==> src/hw/bdr_map.svh <==
// register offsets, field positions and reset values of the diagnostic readback bank
`ifndef BDR_MAP_SVH
`define BDR_MAP_SVH
`define BDR_ADDR_W          8
`define BDR_OFF_INPUT_DUTY  8'h16
`define BDR_OFF_OUTPUT_DUTY 8'h18
`define BDR_OFF_SINK_CODE   8'h1A
`define BDR_OFF_BOOST_CODE  8'h1C
`define BDR_OFF_STRAP       8'h1E
`define BDR_RESET_VALUE     16'h0000
`define BDR_SINK_CODE_W     12
`define BDR_BOOST_CODE_W    11
`define BDR_PWM_FREQ_LSB    12
`define BDR_GROUPING_LSB    8
`define BDR_BOOST_FREQ_LSB  3
`define BDR_MODE_LSB        0
`define BDR_ADDR_SEL_BIT    2
`define BDR_BUS_ADDR_LOW    7'h2B
`define BDR_BUS_ADDR_HIGH   7'h2A
`endif

==> src/hw/bdr_pkg.sv <==
// types of the diagnostic readback bank
`default_nettype none
package bdr_pkg;
    typedef enum logic [1:0] {
        BDR_DIM_DUTY,
        BDR_DIM_HYBRID,
        BDR_DIM_CONST_CURRENT,
        BDR_DIM_DIRECT
    } bdr_dim_method_t;

    // strap detection results, one 3-bit code each
    typedef struct packed {
        logic [2:0] pwm_freq;
        logic [2:0] grouping;
        logic [2:0] boost_freq;
        logic [2:0] mode;
    } bdr_strap_t;

    // live values from the dimming and boost logic
    typedef struct packed {
        logic [15:0] input_duty;
        logic [15:0] output_duty;
        logic [11:0] sink_code;
        logic [10:0] boost_code;
    } bdr_live_t;
endpackage
`default_nettype wire

==> src/hw/bdr_readback.sv <==
// read-only diagnostic register bank of the backlight driver
`timescale 1ns/1ps
`default_nettype none
`include "bdr_map.svh"

module bdr_readback #(
    parameter int ADDR_W = `BDR_ADDR_W
) (
    input  wire logic                    clk,
    input  wire logic                    nrst,
    input  wire logic                    clk_en,
    input  wire logic                    live_valid,
    input  wire bdr_pkg::bdr_live_t      live_in,
    input  wire logic                    strap_valid,
    input  wire bdr_pkg::bdr_strap_t     strap_in,
    input  wire logic                    rd_en,
    input  wire logic                    wr_en,
    input  wire logic [ADDR_W-1:0]       addr,
    input  wire logic [15:0]             wr_data,
    output logic      [15:0]             rd_data,
    output logic                         rd_valid,
    output logic      [6:0]              bus_address,
    output var bdr_pkg::bdr_dim_method_t dim_method
);
    import bdr_pkg::*;

    // refuse an address width that cannot hold the highest offset
    if (ADDR_W < 5) begin
        $error("ADDR_W too narrow for the register offsets");
    end

    // held images of the five registers
    logic [15:0]     in_duty_q, in_duty_d;
    logic [15:0]     out_duty_q, out_duty_d;
    logic [11:0]     sink_q, sink_d;
    logic [10:0]     boost_q, boost_d;
    bdr_strap_t      strap_q, strap_d;
    logic [15:0]     rd_data_d;
    logic            rd_valid_d;
    logic [6:0]      bus_addr_d;
    bdr_dim_method_t dim_d;

    // place strap fields, reserved bits zero
    function automatic logic [15:0] pack_strap(input bdr_strap_t s);
        logic [15:0] w;
        w = 16'h0000;
        w[`BDR_PWM_FREQ_LSB +: 3]   = s.pwm_freq;
        w[`BDR_GROUPING_LSB +: 3]   = s.grouping;
        w[`BDR_BOOST_FREQ_LSB +: 3] = s.boost_freq;
        w[`BDR_MODE_LSB +: 3]       = s.mode;
        return w;
    endfunction

    // register read mux; unmapped offsets read zero
    function automatic logic [15:0] read_word(input logic [ADDR_W-1:0] a,
                                              input logic [15:0] i_d,
                                              input logic [15:0] o_d,
                                              input logic [11:0] sc,
                                              input logic [10:0] bc,
                                              input bdr_strap_t st);
        logic [15:0] r;
        r = 16'h0000;
        if (a == ADDR_W'(`BDR_OFF_INPUT_DUTY)) begin
            r = i_d;
        end else if (a == ADDR_W'(`BDR_OFF_OUTPUT_DUTY)) begin
            r = o_d;
        end else if (a == ADDR_W'(`BDR_OFF_SINK_CODE)) begin
            r = {4'h0, sc};
        end else if (a == ADDR_W'(`BDR_OFF_BOOST_CODE)) begin
            r = {5'h00, bc};
        end else if (a == ADDR_W'(`BDR_OFF_STRAP)) begin
            r = pack_strap(st);
        end
        return r;
    endfunction

    // next values: only the internal logic updates, bus writes never do
    always_comb begin
        in_duty_d  = in_duty_q;
        out_duty_d = out_duty_q;
        sink_d     = sink_q;
        boost_d    = boost_q;
        strap_d    = strap_q;
        if (live_valid) begin
            in_duty_d  = live_in.input_duty;
            out_duty_d = live_in.output_duty;
            sink_d     = live_in.sink_code;
            boost_d    = live_in.boost_code;
        end
        if (strap_valid) begin
            strap_d = strap_in;
        end
        // wr_en and wr_data deliberately unused
        rd_valid_d = rd_en;
        rd_data_d  = rd_en ? read_word(addr, in_duty_q, out_duty_q, sink_q, boost_q, strap_q)
                           : 16'h0000;
        bus_addr_d = strap_q.mode[`BDR_ADDR_SEL_BIT - `BDR_MODE_LSB] ? `BDR_BUS_ADDR_HIGH
                                                                      : `BDR_BUS_ADDR_LOW;
        dim_d      = bdr_dim_method_t'(strap_q.mode[1:0]);
    end

    // registers, cleared on reset except bus_address, which loads the low bus address, and frozen while clk_en is low
    always_ff @(posedge clk or negedge nrst) begin
        if (!nrst) begin
            in_duty_q   <= `BDR_RESET_VALUE;
            out_duty_q  <= `BDR_RESET_VALUE;
            sink_q      <= 12'h000;
            boost_q     <= 11'h000;
            strap_q     <= '0;
            rd_data     <= 16'h0000;
            rd_valid    <= 1'b0;
            bus_address <= `BDR_BUS_ADDR_LOW;
            dim_method  <= BDR_DIM_DUTY;
        end else if (clk_en) begin
            in_duty_q   <= in_duty_d;
            out_duty_q  <= out_duty_d;
            sink_q      <= sink_d;
            boost_q     <= boost_d;
            strap_q     <= strap_d;
            rd_data     <= rd_data_d;
            rd_valid    <= rd_valid_d;
            bus_address <= bus_addr_d;
            dim_method  <= dim_d;
        end
    end

    // assertions
    property p_input_duty;
        @(posedge clk) disable iff (!nrst)
        (clk_en && live_valid ##1 clk_en && rd_en && addr == ADDR_W'(`BDR_OFF_INPUT_DUTY)
            && !live_valid)
        |=> rd_data == $past(live_in.input_duty, 2);
    endproperty
    a_input_duty: assert property (p_input_duty) else $error("input duty readback wrong");

    property p_output_duty;
        @(posedge clk) disable iff (!nrst)
        (clk_en && live_valid ##1 clk_en && rd_en && addr == ADDR_W'(`BDR_OFF_OUTPUT_DUTY)
            && !live_valid)
        |=> rd_data == $past(live_in.output_duty, 2);
    endproperty
    a_output_duty: assert property (p_output_duty) else $error("output duty readback wrong");

    property p_sink_code;
        @(posedge clk) disable iff (!nrst)
        (clk_en && live_valid ##1 clk_en && rd_en && addr == ADDR_W'(`BDR_OFF_SINK_CODE)
            && !live_valid)
        |=> rd_data == {4'h0, $past(live_in.sink_code, 2)};
    endproperty
    a_sink_code: assert property (p_sink_code) else $error("sink code readback wrong");

    property p_boost_code;
        @(posedge clk) disable iff (!nrst)
        (clk_en && live_valid ##1 clk_en && rd_en && addr == ADDR_W'(`BDR_OFF_BOOST_CODE)
            && !live_valid)
        |=> rd_data == {5'h00, $past(live_in.boost_code, 2)};
    endproperty
    a_boost_code: assert property (p_boost_code) else $error("boost code readback wrong");

    property p_strap_fields;
        @(posedge clk) disable iff (!nrst)
        (clk_en && strap_valid ##1 clk_en && rd_en && addr == ADDR_W'(`BDR_OFF_STRAP)
            && !strap_valid)
        |=> rd_data[14:12] == $past(strap_in.pwm_freq, 2)
            && rd_data[10:8] == $past(strap_in.grouping, 2)
            && rd_data[5:3] == $past(strap_in.boost_freq, 2)
            && rd_data[2:0] == $past(strap_in.mode, 2);
    endproperty
    a_strap_fields: assert property (p_strap_fields) else $error("strap fields wrong");

    property p_reserved_zero;
        @(posedge clk) disable iff (!nrst)
        clk_en && rd_en && addr == ADDR_W'(`BDR_OFF_STRAP)
        |=> rd_data[15] == 1'b0 && rd_data[11] == 1'b0 && rd_data[7:6] == 2'b00;
    endproperty
    a_reserved_zero: assert property (p_reserved_zero) else $error("reserved bits set");

    property p_address_pick;
        @(posedge clk) disable iff (!nrst)
        clk_en |=> bus_address == ($past(strap_q.mode[2]) ? `BDR_BUS_ADDR_HIGH
                                                            : `BDR_BUS_ADDR_LOW);
    endproperty
    a_address_pick: assert property (p_address_pick) else $error("bus address wrong");

    // method follows the two low mode bits one cycle later
    property p_method_pick;
        @(posedge clk) disable iff (!nrst)
        clk_en |=> dim_method == bdr_dim_method_t'($past(strap_q.mode[1:0]));
    endproperty
    a_method_pick: assert property (p_method_pick) else $error("dimming method wrong");

    property p_write_ignored;
        @(posedge clk) disable iff (!nrst)
        clk_en && wr_en && !live_valid && !strap_valid
        |=> in_duty_q == $past(in_duty_q) && strap_q == $past(strap_q) && sink_q == $past(sink_q);
    endproperty
    a_write_ignored: assert property (p_write_ignored) else $error("write changed a register");

    property p_reset_zero;
        @(posedge clk) $rose(nrst) |-> in_duty_q == 16'h0000 && boost_q == 11'h000
            && strap_q == '0;
    endproperty
    a_reset_zero: assert property (p_reset_zero) else $error("register not zero after reset");

    // a taken read answers on the next edge
    property p_rd_valid_pulse;
        @(posedge clk) disable iff (!nrst)
        clk_en && rd_en |=> rd_valid;
    endproperty
    a_rd_valid_pulse: assert property (p_rd_valid_pulse) else $error("read not answered");

    // a write without a read returns nothing
    property p_write_no_answer;
        @(posedge clk) disable iff (!nrst)
        clk_en && wr_en && !rd_en |=> !rd_valid && rd_data == 16'h0000;
    endproperty
    a_write_no_answer: assert property (p_write_no_answer) else $error("stray answer");

    // frozen clock enable holds every output
    property p_freeze_outputs;
        @(posedge clk) disable iff (!nrst)
        !clk_en |=> $stable(rd_data) && $stable(rd_valid) && $stable(bus_address)
            && $stable(dim_method);
    endproperty
    a_freeze_outputs: assert property (p_freeze_outputs) else $error("output moved");

    // frozen clock enable holds every register image
    property p_freeze_state;
        @(posedge clk) disable iff (!nrst)
        !clk_en |=> $stable(in_duty_q) && $stable(out_duty_q) && $stable(sink_q)
            && $stable(boost_q) && $stable(strap_q);
    endproperty
    a_freeze_state: assert property (p_freeze_state) else $error("register moved");

    // writes leave the other live images alone too
    property p_wr_ignored_live;
        @(posedge clk) disable iff (!nrst)
        clk_en && wr_en && !live_valid |=> $stable(out_duty_q) && $stable(boost_q);
    endproperty
    a_wr_ignored_live: assert property (p_wr_ignored_live) else $error("write hit");

    // reserved bits above the sink code read zero
    property p_sink_reserved;
        @(posedge clk) disable iff (!nrst)
        clk_en && rd_en && addr == ADDR_W'(`BDR_OFF_SINK_CODE) |=> rd_data[15:12] == 4'h0;
    endproperty
    a_sink_reserved: assert property (p_sink_reserved) else $error("sink bits set");

    // reserved bits above the boost code read zero
    property p_boost_reserved;
        @(posedge clk) disable iff (!nrst)
        clk_en && rd_en && addr == ADDR_W'(`BDR_OFF_BOOST_CODE) |=> rd_data[15:11] == 5'h00;
    endproperty
    a_boost_reserved: assert property (p_boost_reserved) else $error("boost bits set");

    // a strap strobe latches all four codes
    property p_strap_load;
        @(posedge clk) disable iff (!nrst)
        clk_en && strap_valid |=> strap_q == $past(strap_in);
    endproperty
    a_strap_load: assert property (p_strap_load) else $error("strap not latched");

    // strap codes hold between strobes
    property p_strap_hold;
        @(posedge clk) disable iff (!nrst)
        !strap_valid |=> $stable(strap_q);
    endproperty
    a_strap_hold: assert property (p_strap_hold) else $error("strap changed");

    // a live strobe latches both codes
    property p_code_load;
        @(posedge clk) disable iff (!nrst)
        clk_en && live_valid |=> sink_q == $past(live_in.sink_code)
            && boost_q == $past(live_in.boost_code);
    endproperty
    a_code_load: assert property (p_code_load) else $error("codes not latched");

    // a live strobe latches both duty values
    property p_duty_load;
        @(posedge clk) disable iff (!nrst)
        clk_en && live_valid |=> in_duty_q == $past(live_in.input_duty)
            && out_duty_q == $past(live_in.output_duty);
    endproperty
    a_duty_load: assert property (p_duty_load) else $error("duties not latched");

    // live values hold between strobes
    property p_live_hold;
        @(posedge clk) disable iff (!nrst)
        !live_valid |=> $stable(in_duty_q) && $stable(out_duty_q) && $stable(sink_q)
            && $stable(boost_q);
    endproperty
    a_live_hold: assert property (p_live_hold) else $error("live value changed");

    // reset leaves the port outputs at their idle values
    property p_reset_outputs;
        @(posedge clk) $rose(nrst) |-> rd_data == 16'h0000 && !rd_valid
            && bus_address == `BDR_BUS_ADDR_LOW && dim_method == BDR_DIM_DUTY
            && out_duty_q == 16'h0000 && sink_q == 12'h000;
    endproperty
    a_reset_outputs: assert property (p_reset_outputs) else $error("outputs not idle");
endmodule
`default_nettype wire

==> config.mk <==
export PLATFORM = sky130hd
export DESIGN_NAME = bdr_readback
export DESIGN_NICKNAME = d
export VERILOG_FILES = /design/src/hw/bdr_pkg.sv /design/src/hw/bdr_readback.sv
export VERILOG_INCLUDE_DIRS = /design/src /design/src/hw
export SDC_FILE = /design/constraint.sdc
export NUM_CORES = 1
export LEC_CHECK = 0
export BUFFER_PORTS_ARGS = -buffer_cell sky130_fd_sc_hd__buf_2
export CORE_MARGIN = 2
export CORE_UTILIZATION = 46
export CTS_CLUSTER_SIZE = 8
export DETAILED_ROUTE_END_ITERATION = 8
export PLACE_DENSITY = 0.76
export SETUP_SLACK_MARGIN = 0.15
export SLEW_MARGIN = 40
export SYNTH_ARGS = -nofsm -noshare
export SYNTH_HDL_FRONTEND = slang
export SYNTH_SLANG_ARGS = --single-unit
==> constraint.sdc <==
create_clock -name clk -period 1.14 [get_ports clk]
set_input_delay 0.171 -clock clk [delete_from_list [all_inputs] [get_ports clk]]
set_output_delay 0.171 -clock clk [all_outputs]
set_load 0.03 [all_outputs]
== Word level (Yosys, flattened, before mapping) ==
Cells that the tools add are included.
W data, S select, Z words.
Storage, ports and cells
  flip-flop bits (word level): 93
  word-level logic and storage cells: 26
Cells by class
  reduce and logical (&&, ||, !) cells: 2
  muxes and demuxes: 7
  equal/unequal tests: 5
Operators with widths (count)
  $mux W16: 3
  $mux W15: 3
  $eq A8 B5 Y1 const B: 5
  $reduce_and A2 Y1: 2
  $mux W1: 1

== Longest topological paths before layout ==
Gate-level depths: netlist of the first run.
  depth in word-level cells: 7
  depth in mapped cells: 6

== Worst setup path after synthesis of the first run ==
OpenSTA, ideal clock, no wires.
  path kind: input to register
  from: in addr[2]
  to: reg rd_data[0]
  arrival: 983 ps
  path slack: 23 ps
  data required time: 1006 ps
  stages on the path: 5
  path through: buf_4 -> and2_1 -> buf_2 -> a222oi_1 -> a21oi_2
Between the ends
  word-level cells in the longest chain between the ends: 7
  elaborated cells between the ends (all ways): 11
  classes of those cells: eq/ne: 5; mux: 6
RTL lines
  from (decl): line bdr_readback.sv:18  | input wire logic [ADDR_W-1:0] addr,
  $eq A8 B5 Y1: line bdr_readback.sv:71  | end else if (a == ADDR_W'(`BDR_OFF_STRAP)) begin
  $mux W15: line bdr_readback.sv:71
  $mux W15: line bdr_readback.sv:69  | end else if (a == ADDR_W'(`BDR_OFF_BOOST_CODE)) begin
  $mux W15: line bdr_readback.sv:67  | end else if (a == ADDR_W'(`BDR_OFF_SINK_CODE)) begin
  $mux W16: line bdr_readback.sv:65  | end else if (a == ADDR_W'(`BDR_OFF_OUTPUT_DUTY)) begin
  $mux W16 *: line bdr_readback.sv:63  | if (a == ADDR_W'(`BDR_OFF_INPUT_DUTY)) begin
  $mux W16 *: line bdr_readback.sv:95  | rd_data_d = rd_en ? read_word(addr, in_duty_q, out_duty_q, sink_q, boost_q, strap_q)
  to (signal assigned): line bdr_readback.sv:120  | rd_data <= rd_data_d;
  to (decl): line bdr_readback.sv:20  | output logic [15:0] rd_data,
Mark *: on every way between the ends. The rest lies on a longest branch, timed or not.
A chain may end at the register's enable or synchronous reset.

== Worst setup path in the final report of the first run ==
  from: reg bus_address[0]
  to: out bus_address[0]
RTL lines
  from (decl): line bdr_readback.sv:22  | output logic [6:0] bus_address,
  from (signal assigned): line bdr_readback.sv:112  | bus_address <= `BDR_BUS_ADDR_LOW;
  from (signal assigned): line bdr_readback.sv:122  | bus_address <= bus_addr_d;
No word-level cell between the ends.

==> results of run 1 <==
final cells by class:
class,instances,area (µm²)
well taps,108,135
repair buffers,160,1220
inverters,5,18.8
fillers,681,3110
multi-input cells,193,1720
clock buffers,9,124
flip-flops and latches,87,2180
clock inverters,7,96.3
how the worst max path moves through the flow:
stage / from / end / slack [ns] / cells past startpoint
floorplan: addr[2] / rd_data[0] / 0.07 / 6
global placement: addr[2] / rd_data[13] / -0.17 / 6
detailed placement: addr[2] / rd_data[14] / -0.22 / 6
CTS: bus_address[0] / bus_address[0] / -0.08 / 1
global route: boost_q[9] / rd_data[9] / -0.14 / 4
finish: bus_address[0] / bus_address[0] / -0.07 / 1
routing by layer:
| layer | share of wire [%] | track usage, % | vias to the layer above |
|---|---|---|---|
| li1 | - | - | 1398 |
| met1 | 45 | 27.7 | 1490 |
| met2 | 48 | 32.9 | 100 |
| met3 | 5.4 | 3.74 | 12 |
| met4 | 1.5 | 5.45 | 0 |
| met5 | 0 | 0 | - |
layout by cell type (no fill, tap or decap), types with 2 or more instances in the layout:
cell type,n
dfrtp_1,86
buf_2,79
mux2_2,67
buf_4,45
buf_6,26
nand2_1,13
mux2i_1,11
o21ai_2,10
nand2b_1,10
nand3b_1,9
a222oi_1,9
clkbuf_8,9
buf_12,9
o21ai_1,7
a21oi_2,7
o21ai_0,7
nor2_1,6
conb_1,6
inv_1,5
nor2_2,3
mux2_4,3
o32ai_1,3
and2_4,2
a21boi_0,2
a311oi_2,2
o2bb2ai_2,2
a21oi_1,2
clkinv_4,2
bufinv_16,2
clkinv_2,2
cell families (layout without fill, tap and decap cells):
family	after synthesis	count (layout)
and+or+nand+nor	49	50
other	2	6
muxes	81	81
buffers and inverters	30	181
DFF	87	87
AOI/OAI and AO/OA	56	56
metrics by stage:
stage,std cells,hold slack [ns]
2_1_floorplan,309,-0.125
3_3_place_gp,525,0.0485
3_5_place_dp,525,0.0473
4_1_cts,559,0.0247
5_1_grt,569,0.0305
6_report,569,0.0357
flip-flops by register name, indices dropped and copies added (netlist names):
signal and count:
rd_data 16, bus_address 1, dim_method 2, out_duty_q 16, sink_q 12, strap_q 10, dim_d 2, rd_valid 1
in_duty_q 16, boost_q 11
power breakdown:
group | total, W | internal (W) | switching [W] | leakage (nW)
Combinational | 0.00133 | 0.000763 | 0.000567 | 1.38
Clock | 0.00239 | 0.00124 | 0.00115 | 0.114
Sequential | 0.00368 | 0.00346 | 0.000221 | 1.06
Total | 0.00740 | 0.00547 | 0.00193 | 2.55
timing repair:
action	in CTS	in global routing
hold buffers	1	0
endpoints found under the hold margin	87	0
gates cloned	0	1
setup endpoints to repair	31	34
pin swaps	11	9
setup buffers	17	9
gates resized for setup	48	13
==> flow_metrics.env, run 1 <==
export IMPL_outcome="finished, violations left"
export IMPL_max_slew_worst_pin_slew_ns=0.509
export IMPL_route_antenna_remaining_nets=0
export IMPL_die_height_um=97.6
export IMPL_violations="setup timing"
export IMPL_max_slew_margin_pct=66.0
export IMPL_area_contributors_post_synth="dfrtp_1, mux2_2, mux2i_1"
export IMPL_netlist_area_mm2=0.00403
export IMPL_first_global_vias=3058
export IMPL_critical_path_max_fanout=2
export IMPL_dieWidth_um=97.6
export IMPL_skew_ns=0.00810
export IMPL_worst_r2r_cell_count=4
export IMPL_final_util_pct=63.8
export IMPL_holdPathStages=2
export IMPL_synth_xor_area_share_pct=0
export IMPL_min_delay_path_class="in -> reg"
export IMPL_port_buffer_count=100
export IMPL_grt_setup_unrepaired="yes"
export IMPL_routedWlPerCell_um=16.7
export IMPL_synth_adder_area_share_pct=0
export IMPL_synth_edf_count=0
export IMPL_slew_viol_final=0
export IMPL_synthesized_instance_count=305
export IMPL_delay_of_the_slowest_cell_on_the_worst_path_ns=0.56
export IMPL_drt_total_wl_um=9500
export IMPL_final_setup_worst_slack_ns=-0.0717
export IMPL_drt_initial_drc_count=181
export IMPL_synth_commonest_cells="dfrtp_1, mux2_2, o21ai_0"
export IMPL_routed_via_count=3000
export IMPL_critical_path_buf_inv_count=1
export IMPL_worstPathCellList="buf_6"
export IMPL_critical_path_slowest_cell="dfstp_2"
export IMPL_min_delay_worst_endpoint="out_duty_q[2]"
export IMPL_end_of_the_worst_register_to_register_path="rd_data[9]"
export IMPL_cp_required_ns=0.97
export IMPL_share_of_flip_flops_with_an_asynchronous_set_or_reset_after_synthesis_pct=100
export IMPL_clock_root_buffer="clkbuf_8"
export IMPL_globalRouteOverflowTotal=0
export IMPL_worst_r2r_startpoint="boost_q[9]"
export IMPL_synth_top_cell_by_area="dfrtp_1"
export IMPL_leakage_nw=2.55
export IMPL_post_synth_top_area_fraction_pct=53.3
export IMPL_ys_warnings_count=0
export IMPL_nets=554
export IMPL_global_router_s_overall_resource_usage_pct=20.1
export IMPL_sequential_element_share_of_the_synthesized_area_pct=54.0
export IMPL_setup_worst_path_class="reg -> out"
export IMPL_cp_arrival_ns=1.04
export IMPL_clock_pin_slew_on_the_worst_setup_and_hold_paths_ns=0.09
export IMPL_syn_area_per_cell_um2=13.2
export IMPL_first_pass_iters=5
export IMPL_grt_antenna_before_repair=0
export IMPL_vdd_ir_drop_max_v=0.000922
export IMPL_setup_viol_count_final=4
export IMPL_core_area_mm2=0.00859
export IMPL_netlist_cell_type_count=37
export IMPL_area_added_between_synthesis_and_finish_pct=35.9
export IMPL_fp_row_count=34
export IMPL_num_antenna_cells=0
export IMPL_cts_tree="yes"
export IMPL_dpl_hpwl_um=6810
export IMPL_gp_congestion=0.840
export IMPL_critPathCaptureType="output pin"
export IMPL_main_combinational_cell_family_by_area_after_synthesis="multiplexers"
export IMPL_initial_core_util_pct=46.9
export IMPL_postLayoutCellArea_mm2=0.00548
export IMPL_synth_ff_type="dfrtp_1"
export IMPL_timing_final_crit_share_pct=106
export IMPL_post_synthesis_compound_gate_area_fraction_pct=11.1
export IMPL_cpLargestDelayFamily="flip-flops"
export IMPL_flop2flop_setup_slack_ns=-0.01
export IMPL_post_place_ws_ns=-0.219
export IMPL_detailed_place_area_mm2=0.00488
export IMPL_fmax_mhz=825
export IMPL_total_power_w=0.00740
export IMPL_clock_insertion_delay_worst_skew_ns=0.36
export IMPL_htree_num_levels=3
export IMPL_critical_path_startpoint_type="flip-flop"
export IMPL_synth_area_in_simple_gates_pct=7.26
export IMPL_synth_seq_cells=87
export IMPL_global_route_wire_length_before_repair_um=15100
export IMPL_avgViaCountPerCell=5.27
export IMPL_drcViolationCount=0
export IMPL_cts_buffers_inserted=9
export IMPL_power_density_mw_per_mm2=1350
export IMPL_final_hold_violation_count=0
export IMPL_max_clock_path_buffers=2
export IMPL_numClockSinks=87
export IMPL_dieArea_mm2=0.00953
export IMPL_grt_max_degree=34
export IMPL_post_route_cells_drive_above_1_share_pct=60.5
export IMPL_synth_mux_area_share_pct=22.3
export IMPL_hold_path_startpoint="live_in[25]"
export IMPL_yosys_cell_count_top_type="dfrtp_1"
export IMPL_totalNegativeSetupSlack_ns=-0.0846
export IMPL_design_portCount=124
export IMPL_max_cap_violations=0
export IMPL_clock_period_minus_worst_slack_ns=1.21
(Power assumes the default switching activity.)
==> run 2, diff against run 1 <==
--- a/config.mk
+++ b/config.mk
@@ -7,6 +7,7 @@
 export NUM_CORES = 1
 export LEC_CHECK = 0
 export BUFFER_PORTS_ARGS = -buffer_cell sky130_fd_sc_hd__buf_2
+export CORE_ASPECT_RATIO = 1.5
 export CORE_MARGIN = 2
 export CORE_UTILIZATION = 46
 export CTS_CLUSTER_SIZE = 8
==> run 2 against run 1 <==
Net effect:
- the flow still finishes with violations (setup timing)
- critical endpoint is now rd_data[2]
- combinational power down 7%
- highest routed layer unchanged
- non-clock buffer count down 11
- die area up 0.16%
- cell count down 2.3%
- utilization up 0.31 points
- setup slack better by 0.027 ns
- count of clock-buffer cells in the layout up 4
- power up 6.9%
- via count down 3.6%
==> flow_metrics.env, run 2 (synthesized netlist as in run 1, its figures left out) <==
export IMPL_outcome="finished, violations left"
export IMPL_violations="setup timing"
export IMPL_nets=542
export IMPL_cp_required_ns=1.34
export IMPL_timing_final_crit_share_pct=104
export IMPL_final_setup_worst_slack_ns=-0.0452
export IMPL_clock_period_minus_worst_slack_ns=1.19
export IMPL_avgViaCountPerCell=5.20
export IMPL_grt_antenna_before_repair=0
export IMPL_drt_total_wl_um=9140
export IMPL_area_added_between_synthesis_and_finish_pct=34.6
export IMPL_slew_viol_final=0
export IMPL_grt_max_degree=40
export IMPL_dpl_hpwl_um=6800
export IMPL_max_slew_worst_pin_slew_ns=0.541
export IMPL_met2RoutedLength_um=4890
export IMPL_critPathCaptureType="flip-flop"
export IMPL_drt_initial_drc_count=150
export IMPL_max_clock_path_buffers=2
export IMPL_total_power_w=0.00792
export IMPL_setup_worst_path_class="reg -> reg"
export IMPL_fmax_mhz=844
export IMPL_dieWidth_um=80.5
export IMPL_largestRegisters="in_duty_q: 16 flops, out_duty_q: 16 flops, rd_data: 16 flops"
export IMPL_final_cell_mix="dfrtp_1, buf_2, mux2_2"
export IMPL_globalRouteOverflowTotal=0
export IMPL_final_util_pct=64.1
export IMPL_clock_insertion_delay_worst_skew_ns=0.34
export IMPL_port_buffer_count=100
export IMPL_die_height_um=119
export IMPL_maxUsedRoutingLayer="met4"
export IMPL_power_switching_fraction_pct=23.8
export IMPL_global_router_s_overall_resource_usage_pct=20.5
export IMPL_pwr_share_clk_pct=37.8
export IMPL_cts_buffers_inserted=9
export IMPL_grt_setup_unrepaired="yes"
export IMPL_max_cap_violations=0
export IMPL_layout_commonest_cell="dfrtp_1"
export IMPL_gp_congestion=0.797
export IMPL_comb_power_share_pct=15.6
export IMPL_leakage_nw=2.50
export IMPL_setup_viol_count_final=4
export IMPL_cp_arrival_ns=1.39
export IMPL_switching_component_of_the_power_w=0.00188
export IMPL_drt_met1_wl_um=3690
export IMPL_cts_tree="yes"
export IMPL_drcViolationCount=0
export IMPL_share_seq_of_total_power_pct=46.6
export IMPL_routed_via_count=2893
export IMPL_numClockSinks=87
export IMPL_power_density_mw_per_mm2=1460
export IMPL_htree_num_levels=3
export IMPL_first_global_vias=3073
export IMPL_initial_core_util_pct=47.7
export IMPL_multiInputGateArea_mm2=0.00173
export IMPL_critical_path_startpoint_type="flip-flop"
export IMPL_clock_root_buffer="clkbuf_16"
export IMPL_post_route_cells_drive_above_1_share_pct=60.1
export IMPL_critical_path_max_fanout=2
export IMPL_global_route_wire_length_before_repair_um=14700
export IMPL_internal_power_w=0.00603
export IMPL_final_hold_violation_count=0
export IMPL_routed_wire_length_on_met3_um=364
export IMPL_ff_latch_area_mm2=0.00218
export IMPL_num_antenna_cells=0
export IMPL_vdd_ir_drop_max_v=0.00109
export IMPL_routedWlPerCell_um=16.4
export IMPL_clock_pin_slew_on_the_worst_setup_and_hold_paths_ns=0.06
export IMPL_fillers=635
export IMPL_route_antenna_remaining_nets=0
export IMPL_skew_ns=0.00536
export IMPL_max_slew_margin_pct=63.9
export IMPL_post_place_ws_ns=-0.281
export IMPL_dieArea_mm2=0.00955
export IMPL_first_pass_iters=5
export IMPL_fp_row_count=41
export IMPL_core_area_mm2=0.00846
export IMPL_design_portCount=124
export IMPL_min_delay_path_class="in -> reg"
-- run 2: changes by cell type in the layout (fill, tap and decap cells not counted), sizes merged --
cell / change
inv: -1
buf: -11
bufinv: -1
clkbuf: +4
clkinv: -2
and2: -1
-- run 2: repair_timing --
action | 4_1_cts | 5_1_grt
hold buffers | 1 | 0
gates resized for setup | 44 | 17
setup buffers | 6 | 5
pin swaps | 3 | 5
hold endpoints to repair | 75 | 0
setup endpoints to repair | 33 | 34
-- run 2: through the flow --
| step | TNS, ns | hold slack (ns) | cell area [µm²] | std cells |
|---|---|---|---|---|
| after floorplan | 0 | -0.125 | 4110 | 309 |
| after global placement | -1.77 | 0.0492 | 4850 | 528 |
| after detailed placement | -2.56 | 0.0549 | 4850 | 528 |
| after CTS | -0.165 | 0.0554 | 5350 | 551 |
| after global routing | -0.598 | 0.0617 | 5430 | 556 |
| final | -0.135 | 0.0622 | 5430 | 556 |
-- run 2: path summary, 6_finish.rpt --
check	slack (ns)	to	cells after the start	start
max	-0.05	rd_data[2]	4	boost_q[2]
min	0.06	out_duty_q[1]	2	live_in[24]
max reg2reg	-0.05	rd_data[2]	4	boost_q[2]
min reg2reg	0.50	strap_q[3]	1	strap_q[3]
max in group asynchronous	0.38	bus_address[0]	3	nrst
min in group asynchronous	0.24	out_duty_q[8]	2	nrst
-- run 2: layout make-up --
type | count | area share, %
clock buffers | 13 | 4.98
clock inverters | 3 | 0.738
inverters | 5 | 0.346
multi-input cells | 192 | 31.8
flip-flops and latches | 87 | 40.1
well taps | 107 | 2.47
repair buffers | 149 | 19.5
-- run 2: worst max-delay path, cell delays in order (launching register included) --
cell	delay, ns
dfrtp_1	0.37
mux2i_1	0.15
o21ai_1	0.12
a222oi_1	0.32
a21oi_1	0.08
-- run 2: routing by layer --
| layer | vias up | track usage (%) |
|---|---|---|
| met3 | 12 | 3.74 |
| met4 | 0 | 8.05 |
| li1 | 1368 | - |
| met2 | 84 | 34.8 |
| met5 | - | 0 |
| met1 | 1429 | 25.3 |
-- run 2: power groups by stage --
stage	Combinational, W	Clock, W	Sequential, W
after global placement	0.00113	0	0.00371
after CTS	0.00122	0.00304	0.00369
after detailed placement	0.00117	0	0.00373
after global routing	0.00135	0.00318	0.00373
final	0.00124	0.00299	0.00369
after floorplan	0.000721	0	0.00371
==> run 3, diff against run 2 <==
==> constraint.sdc (replaced) <==
create_clock -name clk -period 1.14 [get_ports clk]
set_input_delay 0.114 -clock clk [delete_from_list [all_inputs] [get_ports clk]]
set_output_delay 0.114 -clock clk [all_outputs]
set_load 0.03 [all_outputs]
==> run 3 against run 2 <==
Net effect:
- the run now ends clean
- power decreased by 1.4%
- largest power group unchanged
- register-to-register slack improved by 0.06 ns
- sequential cell count unchanged
- non-clock buffer count increased by 10
- clock power decreased by 4%
- count of clock-buffer cells in the layout increased by 2
- cell area increased by 1.2%
- via count increased by 3.4%
- largest cell class unchanged
- combinational power about the same
- clock skew about the same
==> flow_metrics.env, run 3 (synthesized netlist as in run 1, its figures left out) <==
export IMPL_outcome="complete, no violations"
export IMPL_totalNegativeSetupSlack_ns=0
export IMPL_setup_worst_path_class="reg -> reg"
export IMPL_cp_arrival_ns=1.33
export IMPL_setup_viol_count_final=0
export IMPL_post_place_ws_ns=-0.130
export IMPL_dieWidth_um=80.5
export IMPL_grt_antenna_before_repair=0
export IMPL_final_cells=566
export IMPL_gp_congestion=0.817
export IMPL_hold_ws_ns=0.00711
export IMPL_globalRouteOverflowTotal=0
export IMPL_final_hold_violation_count=0
export IMPL_critical_path_max_fanout=2
export IMPL_die_height_um=119
export IMPL_clock_root_buffer="clkbuf_16"
export IMPL_layout_commonest_cell="buf_2"
export IMPL_core_area_mm2=0.00846
export IMPL_routedWlPerCell_um=16.5
export IMPL_max_cap_violations=0
export IMPL_route_antenna_remaining_nets=0
export IMPL_design_portCount=124
export IMPL_max_clock_path_buffers=2
export IMPL_global_route_wire_length_before_repair_um=15300
export IMPL_grt_setup_unrepaired="yes"
export IMPL_port_buffer_count=100
export IMPL_critPathCaptureType="flip-flop"
export IMPL_cp_required_ns=1.34
export IMPL_skew_ns=0.00542
export IMPL_timing_final_crit_share_pct=99.0
export IMPL_first_pass_iters=5
export IMPL_final_util_pct=64.9
export IMPL_drt_total_wl_um=9340
export IMPL_dieArea_mm2=0.00955
export IMPL_fp_row_count=41
export IMPL_clock_pin_slew_on_the_worst_setup_and_hold_paths_ns=0.06
export IMPL_final_cell_mix="buf_2, dfrtp_1, mux2_2"
export IMPL_grt_max_degree=88
export IMPL_drt_initial_drc_count=154
export IMPL_clock_insertion_delay_worst_skew_ns=0.34
export IMPL_initial_core_util_pct=47.7
export IMPL_cts_tree="yes"
export IMPL_nets=552
export IMPL_cts_buffers_inserted=9
export IMPL_power_density_mw_per_mm2=1420
export IMPL_numClockSinks=87
export IMPL_largestRegisters="in_duty_q: 16 flops, out_duty_q: 16 flops, rd_data: 16 flops"
export IMPL_first_global_vias=3147
export IMPL_slew_viol_final=0
export IMPL_global_router_s_overall_resource_usage_pct=21.1
export IMPL_vdd_ir_drop_max_v=0.00106
export IMPL_htree_num_levels=3
export IMPL_num_antenna_cells=0
export IMPL_final_setup_worst_slack_ns=0.0117
export IMPL_avgViaCountPerCell=5.28
export IMPL_clock_period_minus_worst_slack_ns=1.13
export IMPL_critical_path_startpoint_type="flip-flop"
export IMPL_post_route_cells_drive_above_1_share_pct=58.0
export IMPL_area_added_between_synthesis_and_finish_pct=36.1
export IMPL_routed_via_count=2990
export IMPL_numPlacedInstances=521
export IMPL_fmax_mhz=886
export IMPL_dpl_hpwl_um=6560
export IMPL_min_delay_path_class="in -> reg"
export IMPL_drcViolationCount=0
export IMPL_leakage_nw=2.50
## run 3: changes by cell type in the layout (fill, tap and decap cells not counted), sizes merged
| cell | change |
|---|---|
| dlygate4sd3 | +12 |
| clkinv | -2 |
| buf | -2 |
| clkbuf | +2 |
## run 3: layout make-up
type                            count  area (µm²)
Inverter                            5        18.8
Clock inverter                      1        30.0
Multi-Input combinational cell    192        1680
Timing Repair Buffer              159        1180
Sequential cell                    87        2190
Clock buffer                       15         258
Fill cell                         657        2970
Tap cell                          107         134
## run 3: critical path: stages, from the launching register on
cell and delay (ns):
dfrtp_1 0.37, mux2i_1 0.14, o21ai_1 0.11, a222oi_1 0.30
a21oi_1 0.08
## run 3: final timing paths
kind                       slack [ns]         from              to  cells past startpoint
max in group asynchronous        0.38         nrst      rd_data[0]                      3
hold / removal                  0.007  live_in[43]    in_duty_q[4]                      2
setup / recovery                 0.01   boost_q[2]      rd_data[2]                      4
setup reg to reg                 0.01   boost_q[2]      rd_data[2]                      4
hold reg to reg                  0.47   strap_q[2]  bus_address[0]                      1
min in group asynchronous        0.33         nrst    in_duty_q[3]                      3
## run 3: per-layer routing
metal  global-route usage, %  share of wire, %  up-vias
li1                        -                 -     1394
met1                    24.9                40     1492
met2                    35.9                53       87
met3                    5.73               4.6       17
met4                    8.26               2.1        0
met5                       0                 0        -
## run 3: metrics by stage
stage | area, µm² | power [W]
6_report | 5490 | 0.00781
5_1_grt | 5490 | 0.00820
4_1_cts | 5410 | 0.00784
3_5_place_dp | 4810 | 0.00487
3_3_place_gp | 4810 | 0.00481
2_1_floorplan | 4090 | 0.00442
## run 3: what timing repair did
item | 4_1_cts | 5_1_grt
cloned | 0 | 0
hold buffers | 12 | 1
buffers inserted | 7 | 9
hold endpoints to repair | 97 | 1
resized for setup | 43 | 4
setup endpoints to repair | 31 | 33
pin swaps | 3 | 3
## run 3: power breakdown
part           internal (W)  leakage (nW)  switching, W
logic              0.000720          1.32      0.000543
clock network       0.00176         0.138       0.00109
registers           0.00347          1.04      0.000217
total               0.00595          2.50       0.00185
